`config.mk`:
```
export PLATFORM = sky130hd
export DESIGN_NAME = irq_pin_and_vector_control
export DESIGN_NICKNAME = d
export VERILOG_FILES = /design/src/design/irq_ctrl_pkg.sv /design/src/design/pin_irq_detect.sv /design/src/design/vector_priority.sv /design/src/design/irq_pin_and_vector_control.sv
export SDC_FILE = /design/constraint.sdc
export NUM_CORES = 1
export LEC_CHECK = 0
export BUFFER_PORTS_ARGS = -buffer_cell sky130_fd_sc_hd__clkbuf_2
export CORE_ASPECT_RATIO = 1.2
export CORE_MARGIN = 2
export CORE_UTILIZATION = 55
export CTS_BUF_LIST = sky130_fd_sc_hd__clkbuf_2
export DETAILED_ROUTE_END_ITERATION = 16
export PLACE_DENSITY_LB_ADDON = 0.25
export SYNTH_ARGS = -nofsm -noshare
export SYNTH_HDL_FRONTEND = slang
export SYNTH_SLANG_ARGS = --single-unit
```
`constraint.sdc`:
```
create_clock -name sys_clk_i -period 8.3 [get_ports sys_clk_i]
set_input_delay 1.66 -clock sys_clk_i [delete_from_list [all_inputs] [get_ports sys_clk_i]]
set_output_delay 1.66 -clock sys_clk_i [all_outputs]
set_load 0.005 [all_outputs]
```
`src/design/irq_ctrl_pkg.sv`:
```
// Shared constants and types for the interrupt pin and vector controller
package irq_ctrl_pkg;

  // ==========================================================================
  // Vector table
  localparam int          VEC_COUNT        = 32;
  localparam int          VEC_NUM_W        = 5;
  localparam logic [15:0] VEC_TOP_ADDR     = 16'hfffe;
  localparam logic [15:0] VEC_BOTTOM_ADDR  = 16'hffc0;
  localparam logic [4:0]  VEC_RESET        = 5'h00;
  localparam logic [4:0]  VEC_PIN          = 5'h02;
  localparam logic [4:0]  VEC_TIMER2_OVF   = 5'h0e;
  localparam logic [4:0]  VEC_PERIODIC     = 5'h19;
  localparam logic [4:0]  VEC_UNUSED_FIRST = 5'h1a;
  // Vectors that can never request: reset and the unused block 26..31
  localparam logic [31:0] VEC_USABLE_MASK  = 32'h03ff_fffe;

  // ==========================================================================
  // CPU frame
  localparam logic [15:0] SP_RESET         = 16'h00ff;
  localparam int          CCR_MASK_BIT     = 3;
  localparam logic [1:0]  FILL_BYTES       = 2'h3;

  typedef enum {
    ST_IDLE,
    ST_PUSH_PCL,
    ST_PUSH_PCH,
    ST_PUSH_X,
    ST_PUSH_A,
    ST_PUSH_CCR,
    ST_VEC_HI,
    ST_VEC_LO,
    ST_POP_CCR,
    ST_POP_A,
    ST_POP_X,
    ST_POP_PCH,
    ST_POP_PCL,
    ST_FILL
  } seq_state_t;

endpackage : irq_ctrl_pkg

```
`src/design/pin_irq_detect.sv`:
```
// External interrupt pin: synchroniser, edge/level detection and wake path
`timescale 1ns/1ps
module pin_irq_detect
  import irq_ctrl_pkg::*;
(
  input  wire logic sys_clk_i,
  input  wire logic rst_i,
  input  wire logic pin_i,
  input  wire logic pin_irq_enable_i,
  input  wire logic pin_irq_edge_select_i,
  input  wire logic pin_irq_detect_mode_i,
  input  wire logic pin_irq_interrupt_enable_i,
  input  wire logic pulldown_select_i,
  input  wire logic flag_clear_i,
  input  wire logic stop_mode_i,
  output logic      pin_irq_flag_o,
  output logic      request_o,
  output logic      wake_o,
  output logic      pull_up_en_o,
  output logic      pull_down_en_o,
  output logic      pin_level_o
);

  // ==========================================================================
  // Synchroniser and flag
  logic [2:0] sync_r;
  logic [2:0] sync_nxt;
  logic       level_r;
  logic       level_nxt;
  logic       flag_r;
  logic       flag_nxt;
  logic       assert_now;
  logic       assert_prev;

  always_comb begin
    sync_nxt  = {sync_r[1:0], pin_i};
    // A change is accepted only once the second and third stages agree
    level_nxt = (sync_r[1] == sync_r[2]) ? sync_r[2] : level_r;
    assert_now  = (level_nxt == pin_irq_edge_select_i);
    assert_prev = (level_r == pin_irq_edge_select_i);
    flag_nxt = flag_r;
    if (flag_clear_i) begin
      flag_nxt = 1'b0;
    end
    if (pin_irq_enable_i) begin
      if (assert_now && !assert_prev) begin
        flag_nxt = 1'b1;
      end
      // Level mode holds the flag while the pin stays asserted
      if (pin_irq_detect_mode_i && assert_now) begin
        flag_nxt = 1'b1;
      end
    end
  end

  always_ff @(posedge sys_clk_i) begin
    if (rst_i) begin
      sync_r  <= 3'h7;
      level_r <= 1'b1;
      flag_r  <= 1'b0;
    end else begin
      sync_r  <= sync_nxt;
      level_r <= level_nxt;
      flag_r  <= flag_nxt;
    end
  end

  assign pin_irq_flag_o = flag_r;
  assign request_o      = flag_r && pin_irq_interrupt_enable_i;
  assign pin_level_o    = level_r;
  // Clockless path: stop mode has no edges to sample with
  assign wake_o = stop_mode_i && pin_irq_enable_i &&
                  (pin_i == pin_irq_edge_select_i);
  assign pull_down_en_o = pin_irq_enable_i && pin_irq_edge_select_i &&
                          pulldown_select_i;
  assign pull_up_en_o   = pin_irq_enable_i && !pull_down_en_o;

endmodule : pin_irq_detect

```
`src/design/vector_priority.sv`:
```
// Picks the highest-priority (lowest-numbered) pending vector
`timescale 1ns/1ps
module vector_priority
  import irq_ctrl_pkg::*;
#(
  parameter int N = VEC_COUNT
) (
  input  wire logic [N-1:0]         pending_i,
  output logic                      found_o,
  output logic [VEC_NUM_W-1:0]      number_o
);

  function automatic logic [VEC_NUM_W-1:0] lowest_set(
    input logic [N-1:0] v
  );
    logic [VEC_NUM_W-1:0] n;
    n = '0;
    for (int i = N - 1; i >= 0; i--) begin
      if (v[i]) begin
        n = VEC_NUM_W'(i);
      end
    end
    return n;
  endfunction : lowest_set

  assign found_o  = |pending_i;
  assign number_o = lowest_set(pending_i);

endmodule : vector_priority

```
`src/design/irq_pin_and_vector_control.sv`:
```
// Interrupt entry/return sequencer with pin detection and vector selection
`timescale 1ns/1ps
module irq_pin_and_vector_control
  import irq_ctrl_pkg::*;
(
  input  wire logic        sys_clk_i,
  input  wire logic        rst_i,
  // External pin
  input  wire logic        pin_i,
  input  wire logic        pin_irq_enable_i,
  input  wire logic        pin_irq_edge_select_i,
  input  wire logic        pin_irq_detect_mode_i,
  input  wire logic        pin_irq_interrupt_enable_i,
  input  wire logic        pulldown_select_i,
  input  wire logic        pin_irq_flag_clear_i,
  input  wire logic        stop_mode_i,
  output logic             pin_irq_flag_o,
  output logic             wake_o,
  output logic             pull_up_en_o,
  output logic             pull_down_en_o,
  output logic             pin_level_o,
  // Peripheral flags and local enables, indexed by vector number
  input  wire logic [31:0] src_flag_i,
  input  wire logic [31:0] src_enable_i,
  // CPU core
  input  wire logic        instr_done_i,
  input  wire logic        return_from_interrupt_i,
  input  wire logic [15:0] pc_next_i,
  input  wire logic [7:0]  index_i,
  input  wire logic [7:0]  accum_i,
  input  wire logic [7:0]  condition_code_register_i,
  input  wire logic        sp_load_i,
  input  wire logic [15:0] sp_value_i,
  input  wire logic        mask_load_i,
  input  wire logic        mask_value_i,
  output logic [15:0]      sp_o,
  output logic             interrupt_mask_o,
  output logic             irq_pending_o,
  output logic             busy_o,
  output logic [4:0]       active_vector_o,
  output logic             entry_done_o,
  output logic             return_done_o,
  output logic [15:0]      pc_o,
  output logic [7:0]       index_o,
  output logic [7:0]       accum_o,
  output logic [7:0]       condition_code_register_o,
  output logic [23:0]      queue_o,
  // Memory port: reads return data in the same cycle
  output logic [15:0]      mem_addr_o,
  output logic [7:0]       mem_wdata_o,
  output logic             mem_we_o,
  output logic             mem_re_o,
  input  wire logic [7:0]  mem_rdata_i
);

  // ==========================================================================
  // Pin detection and request gating
  logic        pin_request;
  logic [31:0] pending;
  logic        found;
  logic [4:0]  best_vec;

  pin_irq_detect pin_irq_detect_inst (
    .sys_clk_i                  (sys_clk_i),
    .rst_i                      (rst_i),
    .pin_i                      (pin_i),
    .pin_irq_enable_i           (pin_irq_enable_i),
    .pin_irq_edge_select_i      (pin_irq_edge_select_i),
    .pin_irq_detect_mode_i      (pin_irq_detect_mode_i),
    .pin_irq_interrupt_enable_i (pin_irq_interrupt_enable_i),
    .pulldown_select_i          (pulldown_select_i),
    .flag_clear_i               (pin_irq_flag_clear_i),
    .stop_mode_i                (stop_mode_i),
    .pin_irq_flag_o             (pin_irq_flag_o),
    .request_o                  (pin_request),
    .wake_o                     (wake_o),
    .pull_up_en_o               (pull_up_en_o),
    .pull_down_en_o             (pull_down_en_o),
    .pin_level_o                (pin_level_o)
  );

  always_comb begin
    pending = src_flag_i & src_enable_i & VEC_USABLE_MASK;
    // The pin's own gated request replaces the generic slot
    pending[VEC_PIN] = pin_request;
  end

  vector_priority #(
    .N (VEC_COUNT)
  ) vector_priority_inst (
    .pending_i (pending),
    .found_o   (found),
    .number_o  (best_vec)
  );

  // Vector n high byte lives at top minus 2n; low byte one above
  function automatic logic [15:0] vector_addr(input logic [4:0] n);
    return VEC_TOP_ADDR - {10'h000, n, 1'b0};
  endfunction : vector_addr

  // ==========================================================================
  // Sequencer
  seq_state_t  state_r;
  seq_state_t  state_nxt;
  logic [15:0] sp_r;
  logic [15:0] sp_nxt;
  logic        mask_r;
  logic        mask_nxt;
  logic [15:0] pc_r;
  logic [15:0] pc_nxt;
  logic [7:0]  x_r;
  logic [7:0]  x_nxt;
  logic [7:0]  a_r;
  logic [7:0]  a_nxt;
  logic [7:0]  ccr_r;
  logic [7:0]  ccr_nxt;
  logic [4:0]  vec_r;
  logic [4:0]  vec_nxt;
  logic [1:0]  fill_r;
  logic [1:0]  fill_nxt;
  logic [23:0] queue_r;
  logic [23:0] queue_nxt;
  logic        from_return_r;
  logic        from_return_nxt;
  logic        entry_done_r;
  logic        entry_done_nxt;
  logic        return_done_r;
  logic        return_done_nxt;
  logic [15:0] sp_up;

  always_comb begin
    state_nxt       = state_r;
    sp_nxt          = sp_r;
    mask_nxt        = mask_r;
    pc_nxt          = pc_r;
    x_nxt           = x_r;
    a_nxt           = a_r;
    ccr_nxt         = ccr_r;
    vec_nxt         = vec_r;
    fill_nxt        = fill_r;
    queue_nxt       = queue_r;
    from_return_nxt = from_return_r;
    entry_done_nxt  = 1'b0;
    return_done_nxt = 1'b0;
    sp_up           = sp_r + 16'h0001;
    mem_addr_o      = 16'h0000;
    mem_wdata_o     = 8'h00;
    mem_we_o        = 1'b0;
    mem_re_o        = 1'b0;
    case (state_r)
      ST_IDLE: begin
        if (sp_load_i) begin
          sp_nxt = sp_value_i;
        end
        if (mask_load_i) begin
          mask_nxt = mask_value_i;
        end
        if (return_from_interrupt_i) begin
          state_nxt = ST_POP_CCR;
        end else if (instr_done_i && !mask_r && found) begin
          // Snapshot so the core may move on while the frame is written
          pc_nxt    = pc_next_i;
          x_nxt     = index_i;
          a_nxt     = accum_i;
          ccr_nxt   = condition_code_register_i;
          ccr_nxt[CCR_MASK_BIT] = mask_r;
          state_nxt = ST_PUSH_PCL;
        end
      end
      ST_PUSH_PCL, ST_PUSH_PCH, ST_PUSH_X, ST_PUSH_A, ST_PUSH_CCR: begin
        mem_we_o   = 1'b1;
        mem_addr_o = sp_r;
        sp_nxt     = sp_r - 16'h0001;
        case (state_r)
          ST_PUSH_PCL: begin
            mem_wdata_o = pc_r[7:0];
            state_nxt   = ST_PUSH_PCH;
          end
          ST_PUSH_PCH: begin
            mem_wdata_o = pc_r[15:8];
            state_nxt   = ST_PUSH_X;
          end
          ST_PUSH_X: begin
            mem_wdata_o = x_r;
            state_nxt   = ST_PUSH_A;
          end
          ST_PUSH_A: begin
            mem_wdata_o = a_r;
            state_nxt   = ST_PUSH_CCR;
          end
          default: begin
            mem_wdata_o = ccr_r;
            state_nxt   = ST_VEC_HI;
          end
        endcase
      end
      ST_VEC_HI: begin
        mask_nxt   = 1'b1;
        // Priority is resolved here, so a late higher request still wins
        vec_nxt    = found ? best_vec : vec_r;
        mem_re_o   = 1'b1;
        mem_addr_o = vector_addr(vec_nxt);
        pc_nxt[15:8] = mem_rdata_i;
        state_nxt  = ST_VEC_LO;
      end
      ST_VEC_LO: begin
        mem_re_o   = 1'b1;
        mem_addr_o = vector_addr(vec_r) + 16'h0001;
        pc_nxt[7:0] = mem_rdata_i;
        from_return_nxt = 1'b0;
        fill_nxt   = 2'h0;
        state_nxt  = ST_FILL;
      end
      ST_POP_CCR, ST_POP_A, ST_POP_X, ST_POP_PCH, ST_POP_PCL: begin
        mem_re_o   = 1'b1;
        mem_addr_o = sp_up;
        sp_nxt     = sp_up;
        case (state_r)
          ST_POP_CCR: begin
            ccr_nxt   = mem_rdata_i;
            mask_nxt  = mem_rdata_i[CCR_MASK_BIT];
            state_nxt = ST_POP_A;
          end
          ST_POP_A: begin
            a_nxt     = mem_rdata_i;
            state_nxt = ST_POP_X;
          end
          ST_POP_X: begin
            x_nxt     = mem_rdata_i;
            state_nxt = ST_POP_PCH;
          end
          ST_POP_PCH: begin
            pc_nxt[15:8] = mem_rdata_i;
            state_nxt    = ST_POP_PCL;
          end
          default: begin
            pc_nxt[7:0]     = mem_rdata_i;
            from_return_nxt = 1'b1;
            fill_nxt        = 2'h0;
            state_nxt       = ST_FILL;
          end
        endcase
      end
      ST_FILL: begin
        mem_re_o   = 1'b1;
        mem_addr_o = pc_r + {14'h0000, fill_r};
        queue_nxt  = {queue_r[15:0], mem_rdata_i};
        fill_nxt   = fill_r + 2'h1;
        if (fill_nxt == FILL_BYTES) begin
          state_nxt       = ST_IDLE;
          entry_done_nxt  = !from_return_r;
          return_done_nxt = from_return_r;
        end
      end
      default: begin
        state_nxt = ST_IDLE;
      end
    endcase
  end

  always_ff @(posedge sys_clk_i) begin
    if (rst_i) begin
      state_r       <= ST_IDLE;
      sp_r          <= SP_RESET;
      mask_r        <= 1'b1;
      pc_r          <= 16'h0000;
      x_r           <= 8'h00;
      a_r           <= 8'h00;
      ccr_r         <= 8'h00;
      vec_r         <= VEC_RESET;
      fill_r        <= 2'h0;
      queue_r       <= 24'h000000;
      from_return_r <= 1'b0;
      entry_done_r  <= 1'b0;
      return_done_r <= 1'b0;
    end else begin
      state_r       <= state_nxt;
      sp_r          <= sp_nxt;
      mask_r        <= mask_nxt;
      pc_r          <= pc_nxt;
      x_r           <= x_nxt;
      a_r           <= a_nxt;
      ccr_r         <= ccr_nxt;
      vec_r         <= vec_nxt;
      fill_r        <= fill_nxt;
      queue_r       <= queue_nxt;
      from_return_r <= from_return_nxt;
      entry_done_r  <= entry_done_nxt;
      return_done_r <= return_done_nxt;
    end
  end

  // ==========================================================================
  // Outputs
  assign sp_o                      = sp_r;
  assign interrupt_mask_o          = mask_r;
  assign irq_pending_o             = found;
  assign busy_o                    = (state_r != ST_IDLE);
  assign active_vector_o           = vec_r;
  assign entry_done_o              = entry_done_r;
  assign return_done_o             = return_done_r;
  assign pc_o                      = pc_r;
  assign index_o                   = x_r;
  assign accum_o                   = a_r;
  assign condition_code_register_o = ccr_r;
  assign queue_o                   = queue_r;

endmodule : irq_pin_and_vector_control

```
==> impl_results.md <==
- Antenna Diode Count: 0
- Class of the tightest hold or removal check: flip-flop to flip-flop
- Clock buffers created by TritonCTS: 9
- HPWL after DPL: 15640 um
- Met2 Routed Length: 10140 um
- Worst endpoint data arrival time: 3.89 ns
- Final Hold Vio Count: 0
- Count of input and output buffers: 246
- Share of final-layout standard cells stronger than drive strength 1: 0.3178
- Metal-1 WL: 8690 um
- CTS Sinks: 100
- Most frequent cells in the layout: 254 x sky130_fd_sc_hd__clkbuf_2, 124 x sky130_fd_sc_hd__nand2_1, 100 x sky130_fd_sc_hd__dfxtp_1
- Synth Instances: 847
- RePlAce Congestion: 0.8974
- Static leakage: about 3.4 nW
- Initial Util: 0.5657
- GRT Resource Usage Total: 0.3156
- Row Count: 43
- FF+latch count, synth: 100
- Top area cells in the synthesized netlist: sky130_fd_sc_hd__dfxtp_1 30%, sky130_fd_sc_hd__nand2_1 7.1%, sky130_fd_sc_hd__a21oi_1 6.9%
- Uppermost routed layer: met4
- Antenna violation net count after detailed routing: 0
- Worst slew margin relative to its limit: 0.1992
- Placed cell area: 7736 um2
- Avg WL per Cell: 17.41 um
- Final Max Tran Viols: 0
- Synthesized Nets: 996
- Synthesized cell area: 6574 um2
- Actual slew at the worst max-slew pin: roughly 1.2 ns
- Maximum clock insertion buffer count: 2
- Run status: complete, no violations
- Net count, final: 1198
- Worst slack at placement: 2.795 ns
- Setup TNS Final: 0 ns
- Post-synth ARST share: 0
- Post-route DRC violation count: 0
- Met3 WL post-DR: 1791 um
- Sequential cell area fraction in the yosys report: 0.3045
- Final setup violation count: 0
- Die area: 12850 um2
- Post-cts sizing count: 0
- # IOs: 264
- Vias in the first global route: 6529
- Critical Path End Type: output pin
- Global-route wire length before repair: 33200 um
- Synth top area share: 0.3045
- Final worst clock skew: 0.02486 ns
- Total wire length: 21080 um
- Syn Area/Cell: about 7.8 um2
- Start-to-end type of the worst setup path: input port to output pin
- DR vias: 7303
- Horizontal die dimension: 103.8 um
- Area leader, netlist: sky130_fd_sc_hd__dfxtp_1
- CP Data Required Time: around 6.6 ns
- Setup repair after global routing missed its margin: no
- Detailed Routing Iterations Pass 1: 6
- Clock network latency to the later pin of the worst-skew pair: 0.61 ns
- Peak ir drop on the vdd network: 168.0 uV
- Number of DRC markers in iteration 0: 553
- Most used flip-flop cell after synthesis: sky130_fd_sc_hd__dfxtp_1
- Min Clock Period, post-route: 5.547 ns
- Depth of the CTS H-tree: 3
- Crit-path max FO: 8
- Number of distinct library cell variants in the gate-level netlist after synthesis: between 70 and 80
- Post-synth EDFFs: 0
- Cell area power density: between 200 and 250 nW/um2
- Average vias per placed instance: 6.031
- Syn. warnings: 0
- Clock tree from TritonCTS: yes
- Register clock-pin slew on the reported worst setup and hold paths: about 0.27 ns
- Sum of overflow across all layers after global routing: 0
- Least setup slack across all paths after layout: ~2.8 ns
- Setup fix buffers added after clock tree synthesis: 0
- Layout-stage area growth over the synthesis result: 19.22%
- Number of antenna violations at the first check in global routing: 0
- Leading cell type in the layout, fill and taps excluded: sky130_fd_sc_hd__clkbuf_2
- Largest net degree at the start of global routing: 67
- Top achievable clock speed: around 180 MHz
- CP Launch Type: input port
- Core ar.: 11620 um2
- Maximum Capacitance Violations: 0
- Final design instance area without fill: ~7800 um2
- CTS Hold Bufs: 0
- Chip height: 123.8 um
- Clock Tree Root: sky130_fd_sc_hd__clkbuf_2
- Final period util: 0.6684
-- metal layers --
metal  track usage  vias to the layer above
li1              -                     3526
met1        0.4143                     3375
met2        0.5267                      362
met3       0.06122                       40
met4        0.1030                        0
met5             0                        -
-- through the flow --
stage	std cells	util	hold WS (ns)	power (mW)
after floorplan	847	-	0.3895	1.398
after global routing	1211	0.6744	0.4676	2.083
after CTS	1211	0.6744	0.4529	1.944
final	1211	0.6744	0.4497	1.956
after detailed placement	1195	0.6657	0.3984	1.718
after global placement	1195	0.6657	0.3944	1.695
-- registers in the layout, summed over array words and instances, names as in the netlist --
name                                flops
accum_o                                 8
active_vector_o                         5
condition_code_register_o               8
entry_done_o                            1
fill_r                                  2
from_return_r                           1
index_o                                 8
interrupt_mask_o                        1
pc_o                                   16
pin_irq_detect_inst.pin_irq_flag_o      1
pin_irq_detect_inst.pin_level_o         1
pin_irq_detect_inst.sync_r              3
queue_o                                24
return_done_o                           1
sp_o                                   16
state_r                                 4
-- cells by family after synthesis --
| kind of cell | count (synthesis) | synth area share |
|---|---|---|
| xor+xnor | 29 | 0.03864 |
| fa+ha+maj | 6 | 0.01256 |
| mux | 10 | 0.01523 |
| buf+inv | 79 | 0.06091 |
| compound gates | 295 | 0.3327 |
| simple gates | 328 | 0.2354 |
| flops | 100 | 0.3045 |
-- worst max-delay path, cell delays in order --
cell	delay, ns
sky130_fd_sc_hd__clkbuf_2	0.10
sky130_fd_sc_hd__a222oi_1	0.53
sky130_fd_sc_hd__nand3_2	0.23
sky130_fd_sc_hd__nor4_2	0.75
sky130_fd_sc_hd__a21oi_1	0.15
sky130_fd_sc_hd__a221o_1	0.34
sky130_fd_sc_hd__clkbuf_2	0.12
-- path summary, 6_finish.rpt --
path                                               startpoint                            end  slack [ns]  cells past startpoint
worst max-delay path                            src_flag_i[3]                  mem_addr_o[1]        2.75                      7
worst min register to register  pin_irq_detect_inst.sync_r[0]  pin_irq_detect_inst.sync_r[1]        0.45                      1
worst max register to register                     state_r[0]                       sp_o[10]        4.76                      8
worst min-delay path            pin_irq_detect_inst.sync_r[0]  pin_irq_detect_inst.sync_r[1]        0.45                      1
-- Yosys cell counts (all sizes together), types with 13 or more instances --
master	count
nand2	124
dfxtp	100
a21oi	94
nor2	86
o21ai	51
clkbuf	46
a211oi	44
a22oi	25
nand3	19
nor3	18
xor2	18
inv	16
and3	14
a221oi	13
buf	13
-- report_power, final --
part           leakage, nW  switching, mW  internal, mW  total (mW)
registers            0.819          0.200         0.590       0.790
clock network       0.0686          0.186        0.0448       0.231
logic                 2.48          0.530         0.405       0.935
-- cell type report --
| cell class | count | area, um2 |
|---|---|---|
| fillers | 1046 | 3784 |
| clock inverters | 7 | 56.30 |
| inverters | 16 | 60.06 |
| repair buffers | 254 | 1294 |
| clock buffers | 9 | 45.04 |
| multi-input cells | 668 | 4184 |
| flip-flops and latches | 100 | 2002 |
| well taps | 157 | 196.4 |
(Power assumes the default switching activity.)
